**src/inc/hfe_pkg.sv**
```systemverilog
// Constants and carriers for the framer event, status and mask block.
// Assumes one 100 MHz clock and a byte-wide register port.
//
// How it works
// - mask bit set enables, clear blocks; reset clear
// - tx store overflow, underflow, slip events
// - rx store overflow, underflow, slip events
// - message-done event per controller, read clears
// - packet-end on good, crc, overrun, abort end
// - packet-start event on opening byte, read clears
// - rx level above high watermark condition
// - rx fifo holds at least one byte
// - tx level below low watermark condition
// - tx fifo has room for a byte
// - fifo conditions interrupt on rising edge only
// - two controller status/mask pairs at 20h-23h
// - live tx empty, tx full, rx empty
// - live packet state from last fifo read
// - full rx fifo stops packet, reports overrun
// - tx drained before end: abort, latch underrun
// - live first-byte flag per controller
// - code-clear after 30 link bits without abort
// - link abort after eight ones in row
// - match event on either match value
// - code detector change event, then buffer read
`default_nettype none

package hfe_pkg;

   // ****************************************
   // register offsets
   // ****************************************
   localparam logic [7:0] ADDR_ES_STAT   = 8'h1E;
   localparam logic [7:0] ADDR_ES_MASK   = 8'h1F;
   localparam logic [7:0] ADDR_H1_STAT   = 8'h20;
   localparam logic [7:0] ADDR_H1_MASK   = 8'h21;
   localparam logic [7:0] ADDR_H2_STAT   = 8'h22;
   localparam logic [7:0] ADDR_H2_MASK   = 8'h23;
   localparam logic [7:0] ADDR_DL_STAT   = 8'h24;
   localparam logic [7:0] ADDR_DL_MASK   = 8'h25;
   localparam logic [7:0] ADDR_UO_INFO   = 8'h2D;
   localparam logic [7:0] ADDR_H1_INFO   = 8'h2E;
   localparam logic [7:0] ADDR_H2_INFO   = 8'h2F;
   localparam logic [7:0] ADDR_MATCH_ONE = 8'h30;
   localparam logic [7:0] ADDR_MATCH_TWO = 8'h31;
   localparam logic [7:0] ADDR_MF_MASK   = 8'h32;

   // ****************************************
   // implemented bits and reset values
   // ****************************************
   localparam logic [7:0] ES_BITS   = 8'h3F;
   localparam logic [7:0] HDLC_BITS = 8'h7F;
   localparam logic [7:0] DL_BITS   = 8'h3F;
   localparam logic [7:0] REG_RESET = 8'h00;

   // ****************************************
   // counts and codes
   // ****************************************
   localparam logic [7:0] FIFO_DEPTH  = 8'h80;
   localparam logic [3:0] ABORT_ONES  = 4'h8;
   localparam logic [4:0] CLEAR_BITS  = 5'h1E;
   localparam logic [2:0] PS_PROGRESS = 3'h0;
   localparam logic [2:0] PS_GOOD     = 3'h1;
   localparam logic [2:0] PS_CRC_ERR  = 3'h2;
   localparam logic [2:0] PS_ABORT    = 3'h3;
   localparam logic [2:0] PS_OVERRUN  = 3'h4;

   // ****************************************
   // carriers
   // ****************************************
   typedef struct packed {
      logic       tx_message_done;
      logic       rx_packet_end;
      logic       rx_packet_start;
      logic [7:0] rx_level;
      logic [7:0] tx_level;
      logic [7:0] rx_high_watermark_value;
      logic [7:0] tx_low_watermark_value;
      logic       rx_fifo_read;
      logic [2:0] rx_read_state;
      logic       rx_byte_write;
      logic       rx_first_byte;
      logic       tx_msg_end;
   } hfe_hdlc_t;

   typedef struct packed {
      logic tx_overflow;
      logic tx_underflow;
      logic rx_overflow;
      logic rx_underflow;
   } hfe_store_t;

   typedef struct packed {
      logic       bit_valid;
      logic       bit_value;
      logic       rx_buffer_full;
      logic       tx_buffer_drained;
      logic       byte_valid;
      logic [7:0] byte_value;
      logic       code_change;
   } hfe_link_t;

endpackage

`default_nettype wire

```
**src/hfe_events.sv**
```systemverilog
// Latched events, live conditions, masks and interrupt request for the
// elastic stores, two packet controllers and the facility data link.
// Assumes event inputs are one-cycle pulses synchronous to clk_i.
`default_nettype none

module hfe_events (
   input  wire logic                  clk_i,     // 100 MHz clock
   input  wire logic                  rstn_i,    // async reset, low
   input  wire logic [7:0]            addr_i,    // register address
   input  wire logic [7:0]            wdata_i,   // write data
   input  wire logic                  wr_i,      // write strobe
   input  wire logic                  rd_i,      // read strobe
   input  wire hfe_pkg::hfe_store_t   store_i,   // elastic store events
   input  wire hfe_pkg::hfe_hdlc_t [1:0] hdlc_i, // packet controllers
   input  wire hfe_pkg::hfe_link_t    link_i,    // data link events
   output logic [7:0]                 rdata_o,   // read data, next cycle
   output logic                       irq_o,     // interrupt request
   output logic [1:0]                 rx_halt_o, // stop rx packet pulse
   output logic [1:0]                 tx_abort_o // send abort pulse
);

   // ****************************************
   // functions
   // ****************************************
   // {above high, not empty, below low, not full}
   function automatic logic [3:0] fifo_cond(input hfe_pkg::hfe_hdlc_t h);
      fifo_cond = {h.rx_level > h.rx_high_watermark_value,
                   h.rx_level != 8'h00,
                   h.tx_level < h.tx_low_watermark_value,
                   h.tx_level < hfe_pkg::FIFO_DEPTH};
   endfunction

   function automatic logic rd_hit(input logic [7:0] a,
                                   input logic [7:0] ra,
                                   input logic       rd);
      rd_hit = rd && (a == ra);
   endfunction

   // ****************************************
   // state
   // ****************************************
   logic [5:0]       es_stat;
   logic [5:0]       next_es_stat;
   logic [5:0]       es_mask;
   logic [5:0]       next_es_mask;
   logic [1:0][2:0]  hd_evt;
   logic [1:0][2:0]  next_hd_evt;
   logic [1:0][3:0]  cond_prev;
   logic [1:0][3:0]  next_cond_prev;
   logic [1:0][3:0]  cond_edge;
   logic [1:0][3:0]  next_cond_edge;
   logic [1:0][6:0]  hd_mask;
   logic [1:0][6:0]  next_hd_mask;
   logic [1:0]       underrun;
   logic [1:0]       next_underrun;
   logic [1:0]       tx_open;
   logic [1:0]       next_tx_open;
   logic [1:0]       in_pkt;
   logic [1:0]       next_in_pkt;
   logic [1:0]       ovr_pend;
   logic [1:0]       next_ovr_pend;
   logic [1:0][2:0]  pkt_state;
   logic [1:0][2:0]  next_pkt_state;
   logic [5:0]       dl_stat;
   logic [5:0]       next_dl_stat;
   logic [5:0]       dl_mask;
   logic [5:0]       next_dl_mask;
   logic [3:0]       ones_cnt;
   logic [3:0]       next_ones_cnt;
   logic [4:0]       clr_cnt;
   logic [4:0]       next_clr_cnt;
   logic [7:0]       match_one;
   logic [7:0]       next_match_one;
   logic [7:0]       match_two;
   logic [7:0]       next_match_two;
   logic [7:0]       mf_mask;
   logic [7:0]       next_mf_mask;
   logic [7:0]       next_rdata;
   logic             next_irq;
   logic [1:0]       next_rx_halt;
   logic [1:0]       next_tx_abort;
   logic [1:0][3:0]  cond;
   logic [1:0]       stat_rd;
   logic [1:0]       underrun_hit;
   logic [1:0]       halt_hit;

   // ****************************************
   // event and condition logic
   // ****************************************
   always_comb
   begin
      next_es_stat   = es_stat;
      next_hd_evt    = hd_evt;
      next_cond_edge = cond_edge;
      next_underrun  = underrun;
      next_tx_open   = tx_open;
      next_in_pkt    = in_pkt;
      next_ovr_pend  = ovr_pend;
      next_pkt_state = pkt_state;
      next_dl_stat   = dl_stat;
      next_ones_cnt  = ones_cnt;
      next_clr_cnt   = clr_cnt;
      next_rx_halt   = 2'b00;
      next_tx_abort  = 2'b00;
      stat_rd[0]     = rd_hit(addr_i, hfe_pkg::ADDR_H1_STAT, rd_i);
      stat_rd[1]     = rd_hit(addr_i, hfe_pkg::ADDR_H2_STAT, rd_i);

      // clear on read first, so a same-cycle set wins
      if (rd_hit(addr_i, hfe_pkg::ADDR_ES_STAT, rd_i))
         next_es_stat = 6'h00;
      if (rd_hit(addr_i, hfe_pkg::ADDR_DL_STAT, rd_i))
         next_dl_stat = 6'h00;
      if (rd_hit(addr_i, hfe_pkg::ADDR_UO_INFO, rd_i))
         next_underrun = 2'b00;

      if (store_i.tx_overflow)
         next_es_stat[5] = 1'b1;
      if (store_i.tx_underflow)
         next_es_stat[4] = 1'b1;
      if (store_i.tx_overflow || store_i.tx_underflow)
         next_es_stat[3] = 1'b1;
      if (store_i.rx_overflow)
         next_es_stat[2] = 1'b1;
      if (store_i.rx_underflow)
         next_es_stat[1] = 1'b1;
      if (store_i.rx_overflow || store_i.rx_underflow)
         next_es_stat[0] = 1'b1;

      for (int c = 0; c < 2; c++)
      begin
         cond[c]         = fifo_cond(hdlc_i[c]);
         next_cond_prev[c] = cond[c];
         halt_hit[c]     = in_pkt[c] && hdlc_i[c].rx_byte_write &&
                           (hdlc_i[c].rx_level == hfe_pkg::FIFO_DEPTH);
         underrun_hit[c] = tx_open[c] && !hdlc_i[c].tx_msg_end &&
                           (hdlc_i[c].tx_level == 8'h00);
         if (stat_rd[c])
         begin
            next_hd_evt[c]    = 3'h0;
            next_cond_edge[c] = 4'h0;
         end
         next_cond_edge[c] = next_cond_edge[c] |
                             (cond[c] & ~cond_prev[c]);
         if (hdlc_i[c].tx_message_done)
            next_hd_evt[c][2] = 1'b1;
         if (hdlc_i[c].rx_packet_end || halt_hit[c])
            next_hd_evt[c][1] = 1'b1;
         if (hdlc_i[c].rx_packet_start)
            next_hd_evt[c][0] = 1'b1;

         if (hdlc_i[c].rx_packet_start)
            next_in_pkt[c] = 1'b1;
         if (hdlc_i[c].rx_packet_end || halt_hit[c])
            next_in_pkt[c] = 1'b0;
         if (halt_hit[c])
         begin
            next_rx_halt[c]  = 1'b1;
            next_ovr_pend[c] = 1'b1;
         end
         if (hdlc_i[c].rx_fifo_read)
         begin
            next_pkt_state[c] = ovr_pend[c] ? hfe_pkg::PS_OVERRUN
                                : hdlc_i[c].rx_read_state;
            next_ovr_pend[c]  = halt_hit[c];
         end

         if (hdlc_i[c].tx_msg_end)
            next_tx_open[c] = 1'b0;
         else if (hdlc_i[c].tx_level != 8'h00)
            next_tx_open[c] = 1'b1;
         if (underrun_hit[c])
         begin
            next_tx_open[c]  = 1'b0;
            next_tx_abort[c] = 1'b1;
            next_underrun[c] = 1'b1;
         end
      end

      if (link_i.bit_valid)
      begin
         if (!link_i.bit_value)
            next_ones_cnt = 4'h0;
         else if (ones_cnt != hfe_pkg::ABORT_ONES)
            next_ones_cnt = ones_cnt + 4'h1;
         if (link_i.bit_value && ones_cnt == hfe_pkg::ABORT_ONES - 4'h1)
         begin
            next_dl_stat[4] = 1'b1;
            next_clr_cnt    = 5'h00;
         end
         else if (clr_cnt != hfe_pkg::CLEAR_BITS)
         begin
            next_clr_cnt = clr_cnt + 5'h01;
            if (clr_cnt == hfe_pkg::CLEAR_BITS - 5'h01)
               next_dl_stat[5] = 1'b1;
         end
      end
      if (link_i.rx_buffer_full)
         next_dl_stat[3] = 1'b1;
      if (link_i.tx_buffer_drained)
         next_dl_stat[2] = 1'b1;
      if (link_i.byte_valid && (link_i.byte_value == match_one ||
                                link_i.byte_value == match_two))
         next_dl_stat[1] = 1'b1;
      if (link_i.code_change)
         next_dl_stat[0] = 1'b1;
   end

   always_ff @(posedge clk_i or negedge rstn_i)
   begin
      if (!rstn_i)
      begin
         es_stat    <= 6'h00;
         hd_evt     <= '0;
         cond_prev  <= {2{4'h1}};                         // idle level
         cond_edge  <= '0;
         underrun   <= 2'b00;
         tx_open    <= 2'b00;
         in_pkt     <= 2'b00;
         ovr_pend   <= 2'b00;
         pkt_state  <= '0;
         dl_stat    <= 6'h00;
         ones_cnt   <= 4'h0;
         clr_cnt    <= 5'h00;
         rx_halt_o  <= 2'b00;
         tx_abort_o <= 2'b00;
      end
      else
      begin
         es_stat    <= next_es_stat;
         hd_evt     <= next_hd_evt;
         cond_prev  <= next_cond_prev;
         cond_edge  <= next_cond_edge;
         underrun   <= next_underrun;
         tx_open    <= next_tx_open;
         in_pkt     <= next_in_pkt;
         ovr_pend   <= next_ovr_pend;
         pkt_state  <= next_pkt_state;
         dl_stat    <= next_dl_stat;
         ones_cnt   <= next_ones_cnt;
         clr_cnt    <= next_clr_cnt;
         rx_halt_o  <= next_rx_halt;
         tx_abort_o <= next_tx_abort;
      end
   end

   // ****************************************
   // register port, masks and interrupt
   // ****************************************
   always_comb
   begin
      next_es_mask   = es_mask;
      next_hd_mask   = hd_mask;
      next_dl_mask   = dl_mask;
      next_match_one = match_one;
      next_match_two = match_two;
      next_mf_mask   = mf_mask;
      if (wr_i)
      begin
         unique case (addr_i)
            hfe_pkg::ADDR_ES_MASK:   next_es_mask    = wdata_i[5:0];
            hfe_pkg::ADDR_H1_MASK:   next_hd_mask[0] = wdata_i[6:0];
            hfe_pkg::ADDR_H2_MASK:   next_hd_mask[1] = wdata_i[6:0];
            hfe_pkg::ADDR_DL_MASK:   next_dl_mask    = wdata_i[5:0];
            hfe_pkg::ADDR_MATCH_ONE: next_match_one  = wdata_i;
            hfe_pkg::ADDR_MATCH_TWO: next_match_two  = wdata_i;
            hfe_pkg::ADDR_MF_MASK:   next_mf_mask    = wdata_i;
            default:                 next_mf_mask    = mf_mask;
         endcase
      end

      next_rdata = 8'h00;
      if (rd_i)
      begin
         unique case (addr_i)
            hfe_pkg::ADDR_ES_STAT:   next_rdata = {2'b00, es_stat};
            hfe_pkg::ADDR_ES_MASK:   next_rdata = {2'b00, es_mask};
            hfe_pkg::ADDR_H1_STAT:   next_rdata = {1'b0, hd_evt[0], cond[0]};
            hfe_pkg::ADDR_H1_MASK:   next_rdata = {1'b0, hd_mask[0]};
            hfe_pkg::ADDR_H2_STAT:   next_rdata = {1'b0, hd_evt[1], cond[1]};
            hfe_pkg::ADDR_H2_MASK:   next_rdata = {1'b0, hd_mask[1]};
            hfe_pkg::ADDR_DL_STAT:   next_rdata = {2'b00, dl_stat};
            hfe_pkg::ADDR_DL_MASK:   next_rdata = {2'b00, dl_mask};
            hfe_pkg::ADDR_UO_INFO:   next_rdata = {4'h0,
               underrun[1], hdlc_i[1].rx_first_byte,
               underrun[0], hdlc_i[0].rx_first_byte};
            hfe_pkg::ADDR_H1_INFO:   next_rdata = {2'b00,
               hdlc_i[0].tx_level == 8'h00,
               hdlc_i[0].tx_level == hfe_pkg::FIFO_DEPTH,
               hdlc_i[0].rx_level == 8'h00, pkt_state[0]};
            hfe_pkg::ADDR_H2_INFO:   next_rdata = {2'b00,
               hdlc_i[1].tx_level == 8'h00,
               hdlc_i[1].tx_level == hfe_pkg::FIFO_DEPTH,
               hdlc_i[1].rx_level == 8'h00, pkt_state[1]};
            hfe_pkg::ADDR_MATCH_ONE: next_rdata = match_one;
            hfe_pkg::ADDR_MATCH_TWO: next_rdata = match_two;
            hfe_pkg::ADDR_MF_MASK:   next_rdata = mf_mask;
            default:                 next_rdata = 8'h00;
         endcase
      end

      next_irq = |(es_stat & es_mask) | |(dl_stat & dl_mask) |
                 |({hd_evt[0], cond_edge[0]} & hd_mask[0]) |
                 |({hd_evt[1], cond_edge[1]} & hd_mask[1]);
   end

   always_ff @(posedge clk_i or negedge rstn_i)
   begin
      if (!rstn_i)
      begin
         es_mask   <= hfe_pkg::REG_RESET[5:0];
         hd_mask   <= '0;
         dl_mask   <= hfe_pkg::REG_RESET[5:0];
         match_one <= hfe_pkg::REG_RESET;
         match_two <= hfe_pkg::REG_RESET;
         mf_mask   <= hfe_pkg::REG_RESET;
         rdata_o   <= 8'h00;
         irq_o     <= 1'b0;
      end
      else
      begin
         es_mask   <= next_es_mask;
         hd_mask   <= next_hd_mask;
         dl_mask   <= next_dl_mask;
         match_one <= next_match_one;
         match_two <= next_match_two;
         mf_mask   <= next_mf_mask;
         rdata_o   <= next_rdata;
         irq_o     <= next_irq;
      end
   end
endmodule

`default_nettype wire

```
**config.mk**
```make
export PLATFORM = sky130hd
export DESIGN_NAME = hfe_events
export DESIGN_NICKNAME = d
export VERILOG_FILES = /design/src/inc/hfe_pkg.sv /design/src/hfe_events.sv
export SDC_FILE = /design/constraint.sdc
export NUM_CORES = 1
export LEC_CHECK = 0
export BUFFER_PORTS_ARGS = -buffer_cell sky130_fd_sc_hd__buf_2
export CORE_ASPECT_RATIO = 1.75
export CORE_MARGIN = 5
export CORE_UTILIZATION = 35
export CTS_CLUSTER_DIAMETER = 150
export DETAILED_ROUTE_END_ITERATION = 8
export GPL_TIMING_DRIVEN = 0
export SLEW_MARGIN = 20
export SYNTH_ARGS = -nofsm -noshare
export SYNTH_HDL_FRONTEND = slang
export SYNTH_SLANG_ARGS = --single-unit
```
**constraint.sdc**
```tcl
create_clock -name clk_i -period 2.23 [get_ports clk_i]
set_input_delay 0.1115 -clock clk_i [delete_from_list [all_inputs] [get_ports clk_i]]
set_output_delay 0.1115 -clock clk_i [all_outputs]
set_load 0.05 [all_outputs]
```
# Word-level counts from Yosys, hierarchy flattened
# Index checks and enable logic that the tools add are counted.
totals:
  regBits: 120
  latchBits: 0
  mem_bits_rw: 0
  mem_bits_ro: 0
  in_bits: 122
  out_inout_bits: 13
  wordCells: 214
  memories: 0
op_classes:
  addsub: 2
  multipliers: 0
  div: 0
  order_cmp: 6
  eq_ne: 25
  shift: 0
  mux: 56
  bitwise_logic: 13
  n_reduce_logical: 68
op_table:
  columns: ["op", "n"]
  rows:
  - ["$pmux W8 S14", 1]
  - ["$eq A8 B6 Y1 const B", 12]
  - ["$reduce_bool A2 Y1", 23]
  - ["$mux W1", 40]
  - ["$eq A8 B8 Y1 const B", 4]
  - ["$logic_not A8 Y1", 4]
  - ["$reduce_bool A8 Y1", 4]
  - ["$reduce_and A2 Y1", 9]
  - ["$eq A8 B5 Y1 const B", 2]
  - ["$eq A8 B8 Y1", 2]
  - ["$gt A8 B8 Y1", 2]
  - ["$lt A8 B8 Y1", 2]
  - ["$lt A8 B8 Y1 const B", 2]
  - ["$mux W4", 4]
  - ["$logic_and A1 B1 Y1", 15]
  - ["$and A7 B7 Y7", 2]
  - ["$reduce_or A7 Y1", 2]
  - ["$and A6 B6 Y6", 2]
  - ["$mux W3", 4]
  - ["$mux W6", 2]
  - ["$reduce_or A6 Y1", 2]
  - ["$mux W5", 2]
  - ["$and A4 B4 Y4", 2]
  - ["$mux W8", 1]
  - ["other kinds (14)", 25]

# Depth between registers and ports, before layout
logic_depth:
  ltp_word: 7
  depth_mapped: 7
  mapped_depth_nobuf: 7

# Worst setup path after synthesis
# No wires, ideal clock.
synth_path:
  kind: "input to register"
  start: "in addr_i[4]"
  end: "reg dl_mask[0]"
  setup_ns: 0.125
  arrival_time_ns: 1.711
  required_ns: 2.105
  slack_ns: 0.394
  stages: 6
  n_path_buf: 2
  path_cell_list: "or4b_1 > buf_2 > nor3_2 > and3_1 > buf_2 > mux2_2"
synth_between:
  elab_chain_cells: 2
synth_rtl:
  columns: ["item", "line", "text"]
  rows:
  - ["start, declared", "hfe_events.sv:9", "input wire logic [7:0] addr_i,"]
  - ["$eq A8 B6 Y1", "hfe_events.sv:259", "unique case (addr_i)"]
  - ["$reduce_and A2 Y1 (no source line)", null, null]
  - ["end signal, assigned", "hfe_events.sv:312", "dl_mask <= hfe_pkg::REG_RESET[5:0];"]
  - ["end signal, assigned", "hfe_events.sv:323", "dl_mask <= next_dl_mask;"]
  - ["end, declared", "hfe_events.sv:66", "logic [5:0] dl_mask;"]
# No other way between the ends.
# A chain may end at the register's enable or synchronous reset.

# Worst setup path after layout
layout_path:
  start: "in addr_i[1]"
  end: "reg rdata_o[5]"
layout_between:
  elab_chain_cells: 3
  elab_cells_between_ends: 16
  classes_between: "eq/ne (14); mux (2)"
layout_rtl:
  columns: ["item", "line", "text"]
  rows:
  - ["$eq A8 B6 Y1 or $eq A8 B5 Y1 (tied branches)", "hfe_events.sv:274", "unique case (addr_i)"]
  - ["$pmux W8 S14 *", "hfe_events.sv:274", null]
  - ["$mux W8 *", "hfe_events.sv:272", "if (rd_i)"]
  - ["named net next_rdata[5]", "hfe_events.sv:78", "logic [7:0] next_rdata;"]
  - ["end signal, assigned", "hfe_events.sv:327", "rdata_o <= next_rdata;"]
  - ["end, declared", "hfe_events.sv:16", "output logic [7:0] rdata_o,"]
# Mark *: on every way through the listed nets, which the timed path passes. The rest lies on a longest branch.

==> impl_results.rst <==
.. list-table::
   :header-rows: 1

   * - Metric
     - Value
   * - Core utilization of the finished layout
     - 46.24%
   * - Number of enable flip-flop cells after synthesis
     - 0
   * - Post-route DRC violation count
     - 0
   * - Achievable frequency
     - 473.4 MHz
   * - Final setup violating endpoints
     - 0
   * - Height of the die
     - 192.0 µm
   * - Non-Filler Instances
     - 1071
   * - Clk sinks
     - 120
   * - RePlAce Congestion
     - 0.9423
   * - Category of cells accounting for the largest share of critical-path delay
     - buffers and inverters
   * - Unique cell type count in the Yosys netlist
     - 65
   * - Worst min-delay path category
     - in2reg
   * - Max-capacitance violation count
     - 0
   * - Area enclosed by the die boundary
     - 0.02188 mm²
   * - CP Data Required Time
     - between 2 and 2.5 ns
   * - Diodes inserted
     - 0
   * - Number of gates on the worst path with buffers counted
     - 7
   * - Detail-routed net length per standard cell
     - 20.05 µm
   * - Buffers from clock root to sink, at most
     - 2
   * - Final Slew Violations
     - 0
   * - Async S/R FF share, synth
     - 100.0%
   * - Time the worst path needs with I/O delays and setup
     - about 2.1 ns
   * - Number of nets in the final layout
     - 977
   * - Number of global-route vias before repair
     - a little over 6000
   * - Post-DP HPWL
     - between 15000 and 20000 µm
   * - Crit-path slowest cell
     - clkbuf_1
   * - Pin count of the biggest net entering global routing
     - 76
   * - Aggregate global-route resource usage
     - 19.79%
   * - Number of cells on the worst reg-to-reg path
     - 5
   * - R2R setup slack
     - about 0.24 ns
   * - IR Drop Worst-Case VDD
     - 473.6 µV
   * - Setup repair after global routing missed its margin
     - no
   * - Portion of the clock cycle consumed by the worst path in the final layout
     - 94.72%
   * - Worst setup EP type
     - register
   * - Root Buffer Master
     - clkbuf_16
   * - Ratio of cells with drive above 1 in the final layout
     - between 20% and 30%
   * - Worst path buffer plus inverter count
     - 4
   * - Top-level I/O count
     - between 100 and 150
   * - Maximum fanout along the worst path
     - 10
   * - WP data arrival
     - 2.37 ns
   * - CTS clock-pin slew for the worst setup and hold paths
     - 0.06 ns
   * - WHS
     - 0.02017 ns
   * - Final Hold Vio Count
     - 0
   * - Starting utilization of the core area
     - 35.65%
   * - Deepest level of the CTS H-tree
     - 4
   * - Iteration-0 DRC Markers
     - 322
   * - Most frequent cell on the critical path
     - clkbuf_1
   * - Run status
     - finished clean
   * - Final global-route overflow total
     - 0
   * - Yosys synthesis warning count
     - 0
   * - Synth Instances
     - 630
   * - Wire length of the first global-routing pass
     - around 33000 µm
   * - Area growth from synthesis to layout
     - 29.69%
   * - Number of search-and-repair iterations in the first detailed-routing pass
     - 5
   * - Static leakage power
     - 3.983 nW
   * - Net count of the mapped netlist
     - 787
   * - CP Cell Sequence
     - buf_2 > clkbuf_1 > clkbuf_1 > clkbuf_1 > o221ai_1 > o22ai_1 > a21oi_1
   * - Die width
     - approximately 110 µm
   * - Post-Syn Area
     - roughly 0.0066 mm²
   * - Post-synthesis sequential element count
     - 120
   * - Launching element type of the critical path
     - primary input
   * - Syn avg cell area
     - 10.51 µm²
   * - Post-route antenna net violation count
     - 0
   * - Clock Skews
     - 0.008160 ns
   * - Proportion of synthesized chip area in sequential cells
     - 45.37%
   * - Crit Reg-Reg Endpoint
     - in_pkt[0]
   * - First element of the critical path
     - addr_i[1]
   * - Final wirelength
     - 21470 µm
   * - CP endpoint
     - rdata_o[5]
   * - Critical path's largest stage delay
     - approximately 0.50 ns
   * - Power Density
     - between 600 and 700 mW/mm²
   * - Reg-to-reg critical path startpoint
     - in_pkt[0]
   * - Critical setup path kind
     - in2reg
   * - Buffers added on ports
     - 131
   * - Tightest Pin Transition
     - 1.019 ns
   * - Clock tree from TritonCTS
     - built
   * - Tightest slew margin relative to the limit
     - a little under a third
   * - Standard-cell row count
     - 66
   * - Number of antenna violations at the first check in global routing
     - 0
   * - Clock Latency Late Sink
     - 0.42 ns
   * - Vias
     - roughly 5800
   * - Placed insts
     - 1000
   * - Most common flop cell mapped by yosys
     - dfrtp_1
   * - Vias per Instance
     - between 5 and 6
   * - Core area
     - 0.01858 mm²
   * - Total CTS buffers
     - 17
[layout by cell type, fill, tap and decap left out, types with 20 or more instances in the layout]
cell type,Yosys,routed
a21o_1,20,20
dlygate4sd3_1,0,39
nand2_1,37,37
nand4_1,20,20
ha_1,35,35
nor2_1,31,31
o21ai_0,20,20
mux2_2,54,54
buf_2,3,133
nand3_1,23,23
inv_1,52,52
dfrtp_1,118,118
[cell families after synthesis]
logic type	Yosys count	synth area share, %
fa+ha+maj	35	6.611
simple gates	178	14.70
mux	63	10.92
flops	120	45.37
buf+inv	72	4.250
compound gates	142	15.51
xor+xnor	20	2.645
[layer usage]
metal,up-vias,wire length [µm],track usage (%)
li1,2709,-,-
met2,228,11260,35.18
met3,56,1179,3.846
met5,-,0,0
met4,0,1212,12.21
met1,2799,7817,21.23
[worst min-delay path by stage]
stage                    start           end  cells after the start
floorplan               rstn_i    clr_cnt[0]                      0
global placement    hdlc_i[42]    tx_open[1]                      2
detailed placement      rstn_i    es_stat[0]                      1
CTS                 wdata_i[2]  match_two[2]                      2
global route        wdata_i[2]    mf_mask[2]                      2
finish              wdata_i[2]    mf_mask[2]                      2
[synthesized netlist by cell type (6+ instances only)]
cell	number	share of area, %
nor3_1	10	0.76
o22ai_1	7	0.66
nand4_1	20	1.9
a22o_1	12	1.6
a221oi_1	6	0.79
a21o_1	20	2.3
ha_1	35	6.6
clkbuf_1	15	0.85
nand3_1	23	1.7
nor2b_1	10	0.94
xnor2_1	17	2.2
mux2_2	54	9.2
nor3b_1	6	0.68
dfrtp_1	118	45
mux2i_1	7	1.1
inv_1	52	2.9
nand2_1	37	2.1
a22oi_1	13	1.5
nor2_1	31	1.8
a31oi_1	6	0.57
a21oi_1	18	1.4
o21ai_0	20	1.5
[area by class of cell]
| cell class | instances | area, µm² |
|---|---|---|
| Inverter | 52 | 195.2 |
| Tap cell | 238 | 297.8 |
| Fill cell | 1773 | 9990 |
| Clock buffer | 18 | 439.2 |
| Clock inverter | 14 | 138.9 |
| Multi-Input combinational cell | 438 | 3348 |
| Sequential cell | 120 | 3005 |
| Buffer | 20 | 86.33 |
| Timing Repair Buffer | 171 | 1080 |
[where the power goes]
group          switching, mW  internal [mW]  total (mW)
combinational          0.457          0.394       0.851
clock                   1.09           1.59        2.68
sequential             0.147           2.33        2.48
total                   1.69           4.31        6.00
[through the flow]
stage          worst slack [ns]  setup TNS, ns  power, mW  area [µm²]
3_5_place_dp            -0.4631         -10.97      3.307        7611
6_report                 0.1178              0      6.004        8591
5_1_grt                 0.04883              0      6.272        8591
4_1_cts                  0.1079              0      6.061        8584
3_3_place_gp            -0.5036         -70.90      3.285        7577
2_1_floorplan            0.3939              0      2.925        6624
[what timing repair did]
action,4_1_cts,5_1_grt
setup endpoints to repair,1,1
endpoints found under the hold margin,85,0
buffers inserted,0,0
gates resized for setup,1,1
hold buffers,39,0
cloned,0,0
[registers in the layout, summed over array words and instances (netlist names), 8 cells and up]
signal and count:
cond_edge 8, hd_mask 14, match_one 8, match_two 8, rdata_o 8, cond_prev 8, mf_mask 8
(Power assumes the default switching activity.)
